$ cat src/dchannel_link_pkg.sv
// constants, register map and carrier types of the link configuration register bank
package dchannel_link_pkg;
	// register word indices; byte address is four times the index
	localparam logic [7:0] IDX_FIRST_MATCH = 8'h81;
	localparam logic [7:0] IDX_SECOND_MATCH = 8'h82;
	localparam logic [7:0] IDX_TX_ADDRESS = 8'h83;
	localparam logic [7:0] IDX_TX_COUNT = 8'h85;
	localparam logic [7:0] IDX_MODE_ONE = 8'h86;
	localparam logic [7:0] IDX_ERROR_MASK = 8'h87;
	localparam logic [7:0] IDX_RX_COUNT = 8'h89;
	localparam logic [7:0] IDX_RANDOM_LOW = 8'h8a;
	localparam logic [7:0] IDX_RANDOM_HIGH = 8'h8b;
	localparam logic [7:0] IDX_FIRST_MATCH_4 = 8'h8c;
	localparam logic [7:0] IDX_SECOND_MATCH_4 = 8'h8d;
	localparam logic [7:0] IDX_STATUS_MASK = 8'h8e;
	localparam logic [7:0] IDX_FIFO_MODE = 8'h8f;
	localparam logic [7:0] IDX_EXT_FIFO = 8'h92;
	localparam logic [7:0] IDX_TX_PORT = 8'h93;
	localparam logic [7:0] IDX_RX_PORT = 8'h94;

	// match pairs; pairs one to three share one indirect word each
	localparam int NUM_PAIRS = 4;
	localparam logic [1:0] SHARED_LAST = 2'h2;

	// link_mode_one fields
	localparam int M1_TX_THR_IE = 0;
	localparam int M1_RX_THR_IE = 1;
	localparam int M1_TX_ADDR_EN = 2;
	localparam int M1_EOR_IE = 3;
	localparam int M1_PAIR_EN = 4;
	// fifo_and_address_mode fields, then the status mask fcs bit
	localparam int M4_RX_THR = 0;
	localparam int M4_TX_THR = 2;
	localparam int M4_FLAG_IDLE = 4;
	localparam int M4_ONE_BYTE = 5;
	localparam int M4_CR_CMP = 6;
	localparam int M4_SECOND_ONLY = 7;
	localparam int M3_FCS_TO_FIFO = 7;

	// reset values
	localparam logic [7:0] MODE_ONE_RST = 8'h00;
	localparam logic [7:0] ERROR_MASK_RST = 8'h00;
	localparam logic [7:0] STATUS_MASK_RST = 8'h03;
	localparam logic [7:0] FIFO_MODE_RST = 8'h00;

	// threshold tables, indexed by the two-bit code
	localparam logic [3:0][4:0] RX_THR_NORM = {5'h08, 5'h04, 5'h02, 5'h01};
	localparam logic [3:0][4:0] RX_THR_EXT = {5'h1e, 5'h18, 5'h10, 5'h01};
	localparam logic [3:0][4:0] TX_THR_NORM = {5'h08, 5'h04, 5'h02, 5'h01};
	localparam logic [3:0][4:0] TX_THR_EXT = {5'h0e, 5'h0a, 5'h06, 5'h01};

	// first-byte compare masks: bit 1 is the command/response bit
	localparam logic [7:0] CR_MASK_ON = 8'hff;
	localparam logic [7:0] CR_MASK_OFF = 8'hfd;
	// random generator feedback taps
	localparam logic [15:0] RNG_TAPS = 16'hd008;

	// decoded configuration handed to the link controller
	typedef struct packed {
		logic txThrIntEn;
		logic rxThrIntEn;
		logic eorIntEn;
		logic txAddrEnable;
		logic [15:0] txAddress;
		logic [7:0] errorIntMask;
		logic [6:0] statusIntMask;
		logic fcsToFifo;
		logic [4:0] rxThreshold;
		logic [4:0] txThreshold;
		logic flagIdle;
		logic oneByteAddr;
		logic secondByteOnly;
		logic crCompare;
	} link_cfg_t;

	// one received address byte from the link controller
	typedef struct packed {
		logic valid;
		logic second;
		logic [7:0] data;
	} rx_addr_byte_t;
endpackage

$ cat src/dchannel_link_config_regs.sv
// apb register bank that configures the d-channel link controller
//
// How it works
// - transmit address enable in mode one bit 2 sends transmit_address as outgoing address
// - first-byte match registers compared to first address byte; ignored when pair disabled
// - writes seed the random generator; reads return the generated value
// - mode one bits 0 and 1 enable transmit and receive threshold interrupts
// - mode one bit 3 enables end-of-receive-packet interrupt; off after reset
// - mode registers change only under software writes and raise no interrupts
// - error mask bit n enables error flag bit n; all off after reset
// - status mask bits 0 and 1 enable address and end-of-transmit interrupts; on after reset
// - status mask bits 2..6 enable the five status interrupts; off after reset
// - status mask bit 7 passes received check bytes into the receive fifo
// - mode four bits 1:0 select receive threshold, normal or extended table
// - mode four bits 3:2 select transmit threshold, normal or extended table
// - mode four bit 4 picks interframe fill: ones or flags
// - mode four bit 5 selects one-byte matching; bit 7 picks which byte
// - mode four bit 6 includes the command/response bit in the first compare
// - transmit port is write-only pushing bytes; receive port read-only popping bytes
// - transmit byte count is read/write and tracks bytes left in the packet
`timescale 1ns/100ps
module dchannel_link_config_regs
	import dchannel_link_pkg::*;
#(
	parameter int ADDR_W = 12 // apb byte address width
) (
	input wire logic clk, // 20 MHz device clock
	input wire logic reset_n, // synchronous reset, active low
	input wire logic psel, // apb select
	input wire logic penable, // apb enable
	input wire logic pwrite, // apb direction, high writes
	input wire logic [ADDR_W-1:0] paddr, // apb byte address
	input wire logic [31:0] pwdata, // apb write data
	output logic [31:0] prdata, // apb read data
	output logic pready, // apb ready
	output logic pslverr, // apb error, unmapped address
	input wire rx_addr_byte_t rxAddrByte, // received address byte
	input wire logic [15:0] rxByteCount, // receive byte count from the controller
	input wire logic [7:0] rxFifoData, // head byte of the receive fifo
	input wire logic txByteDone, // one byte moved from transmit fifo to the controller
	output link_cfg_t linkCfg, // decoded configuration
	output logic [3:0] matchFlags, // pairs that recognised the address
	output logic addressDone, // pulse, address evaluation finished
	output logic [15:0] txByteCount, // bytes left in the transmit packet
	output logic txPush, // pulse, push txData into the transmit fifo
	output logic [7:0] txData, // byte pushed to the transmit fifo
	output logic rxPop // pulse, pop the receive fifo
);
	localparam int IW = ADDR_W - 2;

	// the decode needs all eight index bits
	if (ADDR_W < 10) begin : g_addr_check
		$error("ADDR_W must be at least 10");
	end

	typedef struct packed {
		logic ready;
		logic slvErr;
		logic [31:0] rdata;
		logic [NUM_PAIRS-1:0][7:0] firstMatch;
		logic [NUM_PAIRS-1:0][7:0] secondMatch;
		logic [1:0] firstPtr;
		logic [1:0] secondPtr;
		logic [15:0] txAddr;
		logic [15:0] txCount;
		logic [7:0] modeOne;
		logic [7:0] errorMask;
		logic [7:0] statusMask;
		logic [7:0] fifoMode;
		logic extFifo;
		logic [15:0] rng;
		logic [NUM_PAIRS-1:0] firstHit;
		logic [NUM_PAIRS-1:0] match;
		logic addrDone;
		logic push;
		logic [7:0] pushData;
		logic pop;
		link_cfg_t cfg;
	} bank_state_t;

	bank_state_t st;
	bank_state_t next_st;

	logic [IW-1:0] wordIdx;
	logic aligned;
	logic xfer;
	logic wrXfer;
	logic rdXfer;
	logic [7:0] cmpMask;
	logic [NUM_PAIRS-1:0] firstEq;
	logic [NUM_PAIRS-1:0] secondEq;
	logic [NUM_PAIRS-1:0] pairEn;

	// apb decode; a transfer completes on the edge where registered ready is high
	assign wordIdx = paddr[ADDR_W-1:2];
	assign aligned = (paddr[1:0] == 2'h0);
	assign xfer = psel && penable && st.ready;
	assign wrXfer = xfer && pwrite;
	assign rdXfer = xfer && !pwrite;

	// command/response bit is masked out of the first compare unless asked for
	assign cmpMask = st.cfg.crCompare ? CR_MASK_ON : CR_MASK_OFF;
	assign pairEn = st.modeOne[M1_PAIR_EN +: NUM_PAIRS];

	// per-pair comparators against the incoming byte
	for (genvar i = 0; i < NUM_PAIRS; i++) begin : g_pair
		assign firstEq[i] = ((rxAddrByte.data ^ st.firstMatch[i]) & cmpMask) == 8'h00;
		assign secondEq[i] = (rxAddrByte.data == st.secondMatch[i]);
	end

	// address hit test for a word index
	function automatic logic hit(input logic [IW-1:0] idx, input logic [7:0] reg_idx);
		hit = aligned && (idx == IW'(reg_idx));
	endfunction

	// next-state logic: bus slave, register writes, address match, random source
	always_comb begin
		next_st = st;
		next_st.push = 1'b0;
		next_st.pop = 1'b0;
		next_st.addrDone = 1'b0;

		// random source runs every cycle; xnor feedback keeps zero out of lockup
		next_st.rng = {st.rng[14:0], ~(^(st.rng & RNG_TAPS))};

		// transmit count follows bytes taken by the controller
		if (txByteDone && st.txCount != 16'h0000) begin
			next_st.txCount = st.txCount - 16'h0001;
		end

		// access phase: one wait state, then ready with data and error
		if (psel && penable && !st.ready) begin
			next_st.ready = 1'b1;
			next_st.slvErr = 1'b0;
			next_st.rdata = 32'h0000_0000;
			if (hit(wordIdx, IDX_FIRST_MATCH)) begin
				next_st.rdata[7:0] = st.firstMatch[st.firstPtr];
			end else if (hit(wordIdx, IDX_SECOND_MATCH)) begin
				next_st.rdata[7:0] = st.secondMatch[st.secondPtr];
			end else if (hit(wordIdx, IDX_TX_ADDRESS)) begin
				next_st.rdata[15:0] = st.txAddr;
			end else if (hit(wordIdx, IDX_TX_COUNT)) begin
				next_st.rdata[15:0] = st.txCount;
			end else if (hit(wordIdx, IDX_MODE_ONE)) begin
				next_st.rdata[7:0] = st.modeOne;
			end else if (hit(wordIdx, IDX_ERROR_MASK)) begin
				next_st.rdata[7:0] = st.errorMask;
			end else if (hit(wordIdx, IDX_RX_COUNT)) begin
				next_st.rdata[15:0] = rxByteCount;
			end else if (hit(wordIdx, IDX_RANDOM_LOW)) begin
				next_st.rdata[7:0] = st.rng[7:0];
			end else if (hit(wordIdx, IDX_RANDOM_HIGH)) begin
				next_st.rdata[7:0] = st.rng[15:8];
			end else if (hit(wordIdx, IDX_FIRST_MATCH_4)) begin
				next_st.rdata[7:0] = st.firstMatch[3];
			end else if (hit(wordIdx, IDX_SECOND_MATCH_4)) begin
				next_st.rdata[7:0] = st.secondMatch[3];
			end else if (hit(wordIdx, IDX_STATUS_MASK)) begin
				next_st.rdata[7:0] = st.statusMask;
			end else if (hit(wordIdx, IDX_FIFO_MODE)) begin
				next_st.rdata[7:0] = st.fifoMode;
			end else if (hit(wordIdx, IDX_EXT_FIFO)) begin
				next_st.rdata[0] = st.extFifo;
			end else if (hit(wordIdx, IDX_RX_PORT)) begin
				next_st.rdata[7:0] = rxFifoData;
			end else if (hit(wordIdx, IDX_TX_PORT)) begin
				next_st.rdata = 32'h0000_0000; // write-only port reads zero
			end else begin
				next_st.slvErr = 1'b1;
			end
		end else begin
			next_st.ready = 1'b0;
			next_st.slvErr = 1'b0;
		end

		// completing edge: writes land, indirect pointers step, ports strobe
		if (xfer) begin
			if (hit(wordIdx, IDX_FIRST_MATCH)) begin
				if (pwrite) begin
					next_st.firstMatch[st.firstPtr] = pwdata[7:0];
				end
				next_st.firstPtr = (st.firstPtr == SHARED_LAST) ? 2'h0 : st.firstPtr + 2'h1;
			end
			if (hit(wordIdx, IDX_SECOND_MATCH)) begin
				if (pwrite) begin
					next_st.secondMatch[st.secondPtr] = pwdata[7:0];
				end
				next_st.secondPtr = (st.secondPtr == SHARED_LAST) ? 2'h0 : st.secondPtr + 2'h1;
			end
			if (rdXfer && hit(wordIdx, IDX_RX_PORT)) begin
				next_st.pop = 1'b1;
			end
		end
		// mode registers have no path other than this write decode
		if (wrXfer) begin
			if (hit(wordIdx, IDX_TX_ADDRESS)) begin
				next_st.txAddr = pwdata[15:0];
			end
			if (hit(wordIdx, IDX_TX_COUNT)) begin
				next_st.txCount = pwdata[15:0];
			end
			if (hit(wordIdx, IDX_MODE_ONE)) begin
				next_st.modeOne = pwdata[7:0];
			end
			if (hit(wordIdx, IDX_ERROR_MASK)) begin
				next_st.errorMask = pwdata[7:0];
			end
			if (hit(wordIdx, IDX_RANDOM_LOW)) begin
				next_st.rng[7:0] = pwdata[7:0];
			end
			if (hit(wordIdx, IDX_RANDOM_HIGH)) begin
				next_st.rng[15:8] = pwdata[7:0];
			end
			if (hit(wordIdx, IDX_FIRST_MATCH_4)) begin
				next_st.firstMatch[3] = pwdata[7:0];
			end
			if (hit(wordIdx, IDX_SECOND_MATCH_4)) begin
				next_st.secondMatch[3] = pwdata[7:0];
			end
			if (hit(wordIdx, IDX_STATUS_MASK)) begin
				next_st.statusMask = pwdata[7:0];
			end
			// thresholds are not guarded; software keeps them still outside idle
			if (hit(wordIdx, IDX_FIFO_MODE)) begin
				next_st.fifoMode = pwdata[7:0];
			end
			if (hit(wordIdx, IDX_EXT_FIFO)) begin
				next_st.extFifo = pwdata[0];
			end
			if (hit(wordIdx, IDX_TX_PORT)) begin
				next_st.push = 1'b1;
				next_st.pushData = pwdata[7:0];
			end
		end

		// address recognition: flags settle on the second byte
		if (rxAddrByte.valid && !rxAddrByte.second) begin
			next_st.firstHit = firstEq;
			next_st.match = '0;
		end else if (rxAddrByte.valid) begin
			next_st.addrDone = 1'b1;
			if (!st.cfg.oneByteAddr) begin
				next_st.match = st.firstHit & secondEq & pairEn;
			end else if (st.cfg.secondByteOnly) begin
				next_st.match = secondEq & pairEn;
			end else begin
				next_st.match = st.firstHit & pairEn;
			end
		end

		// registered decode of the settings for the controller
		next_st.cfg.txThrIntEn = next_st.modeOne[M1_TX_THR_IE];
		next_st.cfg.rxThrIntEn = next_st.modeOne[M1_RX_THR_IE];
		next_st.cfg.eorIntEn = next_st.modeOne[M1_EOR_IE];
		next_st.cfg.txAddrEnable = next_st.modeOne[M1_TX_ADDR_EN];
		next_st.cfg.txAddress = next_st.txAddr;
		next_st.cfg.errorIntMask = next_st.errorMask;
		next_st.cfg.statusIntMask = next_st.statusMask[6:0];
		next_st.cfg.fcsToFifo = next_st.statusMask[M3_FCS_TO_FIFO];
		next_st.cfg.rxThreshold = next_st.extFifo ? RX_THR_EXT[next_st.fifoMode[M4_RX_THR +: 2]]
			: RX_THR_NORM[next_st.fifoMode[M4_RX_THR +: 2]];
		next_st.cfg.txThreshold = next_st.extFifo ? TX_THR_EXT[next_st.fifoMode[M4_TX_THR +: 2]]
			: TX_THR_NORM[next_st.fifoMode[M4_TX_THR +: 2]];
		next_st.cfg.flagIdle = next_st.fifoMode[M4_FLAG_IDLE];
		next_st.cfg.oneByteAddr = next_st.fifoMode[M4_ONE_BYTE];
		next_st.cfg.secondByteOnly = next_st.fifoMode[M4_SECOND_ONLY];
		next_st.cfg.crCompare = next_st.fifoMode[M4_CR_CMP];

		// reset is synchronous, so the whole state is loaded here
		if (!reset_n) begin
			next_st = '0;
			next_st.modeOne = MODE_ONE_RST;
			next_st.errorMask = ERROR_MASK_RST;
			next_st.statusMask = STATUS_MASK_RST;
			next_st.fifoMode = FIFO_MODE_RST;
			next_st.cfg.statusIntMask = STATUS_MASK_RST[6:0];
			next_st.cfg.rxThreshold = RX_THR_NORM[0];
			next_st.cfg.txThreshold = TX_THR_NORM[0];
			next_st.cfg.crCompare = 1'b0;
		end
	end

	// single state register
	always_ff @(posedge clk) begin
		st <= next_st;
	end

	// every output is a flip-flop of the state
	assign prdata = st.rdata;
	assign pready = st.ready;
	assign pslverr = st.slvErr;
	assign linkCfg = st.cfg;
	assign matchFlags = st.match;
	assign addressDone = st.addrDone;
	assign txByteCount = st.txCount;
	assign txPush = st.push;
	assign txData = st.pushData;
	assign rxPop = st.pop;
endmodule

$ cat config.mk
export PLATFORM = sky130hd
export DESIGN_NAME = dchannel_link_config_regs
export DESIGN_NICKNAME = d
export VERILOG_FILES = /design/src/dchannel_link_pkg.sv /design/src/dchannel_link_config_regs.sv
export SDC_FILE = /design/constraint.sdc
export NUM_CORES = 1
export LEC_CHECK = 0
export ABC_AREA = 1
export BUFFER_PORTS_ARGS = -buffer_cell sky130_fd_sc_hd__buf_4
export CAP_MARGIN = 40
export CORE_MARGIN = 2
export CORE_UTILIZATION = 57
export DETAILED_ROUTE_END_ITERATION = 10
export PLACE_DENSITY = 0.85
export SLEW_MARGIN = 30
export SYNTH_ARGS = -nofsm -noshare
export SYNTH_HDL_FRONTEND = slang
export SYNTH_SLANG_ARGS = --single-unit
export TNS_END_PERCENT = 10
$ cat constraint.sdc
create_clock -name clk -period 3.7 [get_ports clk]
set_clock_uncertainty 0.2 [all_clocks]
set_input_delay 0.555 -clock clk [delete_from_list [all_inputs] [get_ports clk]]
set_output_delay 0.555 -clock clk [all_outputs]
set_load 0.05 [all_outputs]
==> reports/metrics.cfg <==
[floorplan]
die_area_um2=20100
boundaryPins=199
std_cell_rows=50
core_um2=18600
dieHeight_um=142
start_util=0.579
die_w_um=142

[run_status]
outcome=finished, final reports clean

[worst_setup_path]
endpoint=linkCfg[11]
cp_cell_sequence=nand3_2, nor2_2, inv_2, nor2_2, inv_1, o21ai_1, inv_1, nor2_1, inv_1, a21oi_1
slowest_stage=nor2_2
reg2reg_to=linkCfg[11]
critPathRequiredTime_ns=3.89
path_max_fanout=14
path_class=reg -> reg
reg2reg_from=pready
r2r_slack_ns=0.94
cp-startpoint=pready
path_depth=10
crit_path_max_incr_delay_ns=0.54
cp_top_family=simple AND/OR/NAND/NOR gates
crit_arrival_ns=2.95
cp-end-kind=flip-flop
worstSetupStartpointType=flip-flop
path_buf_inv=4
crit_top_cell=inv_1
r2r.worst_path.cells=10

[final_layout]
nFillCells=1645
final_cell_mix=nand2_1 (205), dfxtp_1 (195), buf_4 (181)
regArea_um2=3900
drive_gt1_frac=0.187
area_growth_syn_to_layout_pct=11.1
antennaDiodeCount=0
stdcell_count=1758
fin_nets=1597
final_common_cell=nand2_1
multiInputGateArea_um2=5210

[cts]
cts_resized=0
ctsHoldBuffers=0
numCtsBuffers=17
htree_levels=4
cts_buffer_depth=2
clock_latency_ns=0.46
clkSlewWorstSetupHoldPaths_ns=0.08
postCtsSetupRepairBufs=0
cts_tree=yes
clock_sinks=195
clock-root-buffer=clkbuf_16

[grt]
grt_use_total=0.337
grt_pass1_wl_mm=52.0
grt_antenna_before_repair=0
grt_overflow=0
grt_pass1_vias=9579
grt_max_degree=57

[power_and_ir_drop]
irDropWorstVdd_mv=0.320
p_total_mw=5.37
powerDensity_nw_per_um2=447
power_leakage_nw=5.07

[logic_synthesis]
synth-edff-count=0
netlist_instances=1474
synth_area_um2=10800
synthAdderAreaFrac=0.00232
synth_compound_area_frac=0.235
synth_ff_type=dfxtp_1
synth_mux_area_frac=0
async_flop_share=0
synth_simple_gate_area_frac=0.192
synth_xor_xnor_area_share=0.0478
synth_cell_types=54
synth_top_family_by_area=compound AO/OA/AOI/OAI gates
yosysWarnings=0
ys_ff_latch=195
ys_seq_area_frac=0.361
synth.avg_cell_area_um2=7.33

[job]
maxCapViolCount=0

[route]
via_per_inst=5.97
first_pass_iters=8
route.detailed.drc=0
wl_mm=34.2
drtIter0Drc=1438
vias=10500
antenna_left=0
wl_per_cell_um=19.4

[timing]
fin_setup_tns_ns=0
rsz0062_at_grt=false
tightest_slew_ns=0.815
setup_viol=0
slew_violations=0
fmax_mhz=362
period_minus_slack_ns=2.76
finalHoldViolations=0
max_slew_margin=0.456
post-route-period-util=0.746

[placement]
portBuffers=165
routabilityCongestion=1.00
dpl.hpwl_mm=24.9
dp_cells=1726

[min_path]
worstHoldPathType=in -> reg

-- synthesized netlist by cell type, types with 9 or more instances --
master	n	share of area
clkbuf_1	49	0.017
nor2_2	13	0.0075
nor2_4	13	0.014
dfxtp_1	195	0.36
nor2_1	101	0.035
a221oi_1	9	0.0073
o21ai_0	146	0.068
buf_2	12	0.0056
xor2_1	18	0.015
inv_2	14	0.0049
nand4_1	17	0.0098
inv_1	142	0.049
a22oi_1	14	0.0097
nand3_1	60	0.028
buf_4	116	0.081
o211ai_1	26	0.018
a211oi_1	26	0.018
nand2_1	205	0.071
xnor2_1	41	0.033
a21oi_1	154	0.071
-- power breakdown --
group	total, mW	leakage [nW]	internal [mW]	switching [mW]
Combinational	1.16	3.20	0.363	0.797
Clock	1.92	0.301	0.932	0.989
Sequential	2.29	1.57	2.17	0.113
-- tightest hold or removal path, stage by stage --
cell and delay, ns:
buf_4 0.12, nand2_1 0.06, inv_1 0.04
-- final cells by class --
cell class                      instances  area share
Multi-Input combinational cell        956       0.434
Inverter                              159      0.0500
Tap cell                              234      0.0244
Clock buffer                           17      0.0354
Clock inverter                         15      0.0164
Timing Repair Buffer                  182       0.114
Sequential cell                       195       0.325
-- how the worst min path moves through the flow --
stage / slack [ns] / from / to / cells past startpoint
after floorplan: 0.23 / st[68] / st[68] / 2
after global placement: 0.24 / st[68] / st[68] / 2
after detailed placement: 0.25 / st[70] / st[71] / 2
after CTS: 0.14 / rxAddrByte[9] / addressDone / 3
after global routing: 0.17 / rxAddrByte[9] / addressDone / 3
final: 0.15 / rxAddrByte[9] / addressDone / 3
-- sequential cells by signal, indices dropped and copies added, names as in the netlist --
register	cells
linkCfg	33
txPush	1
st	109
pslverr	1
txByteCount	16
prdata	16
txData	8
pairEn	4
rxPop	1
addressDone	1
pready	1
matchFlags	4
-- metrics by stage --
step / setup slack, ns / hold WS, ns / instance area (um2) / utilization
global route: 0.774 / 0.175 / 12000 / 0.644
CTS: 1.04 / 0.143 / 12000 / 0.644
global placement: 0.790 / 0.241 / 11400 / 0.610
detailed placement: 0.727 / 0.248 / 11400 / 0.610
floorplan: 1.35 / 0.229 / 10900 / -
finish: 0.941 / 0.153 / 12000 / 0.644
-- logic make-up (layout without fill, tap and decap cells) --
kind of cell             Yosys count  after routing
adder cells (fa/ha/maj)            2              2
XOR/XNOR                          59             59
other                              1             17
AO/OA/AOI/OAI                    433            433
AND/OR/NAND/NOR                  445            445
flip-flops                       195            195
buffers and inverters            339            373
-- metal layers --
layer	up-vias	GRT usage	wire, um
li1	4913	-	-
met1	4737	0.435	13100
met2	716	0.531	15300
met3	135	0.0557	3810
met4	0	0.206	2000
met5	-	0	0
Power figures use the tool's default switching activity.
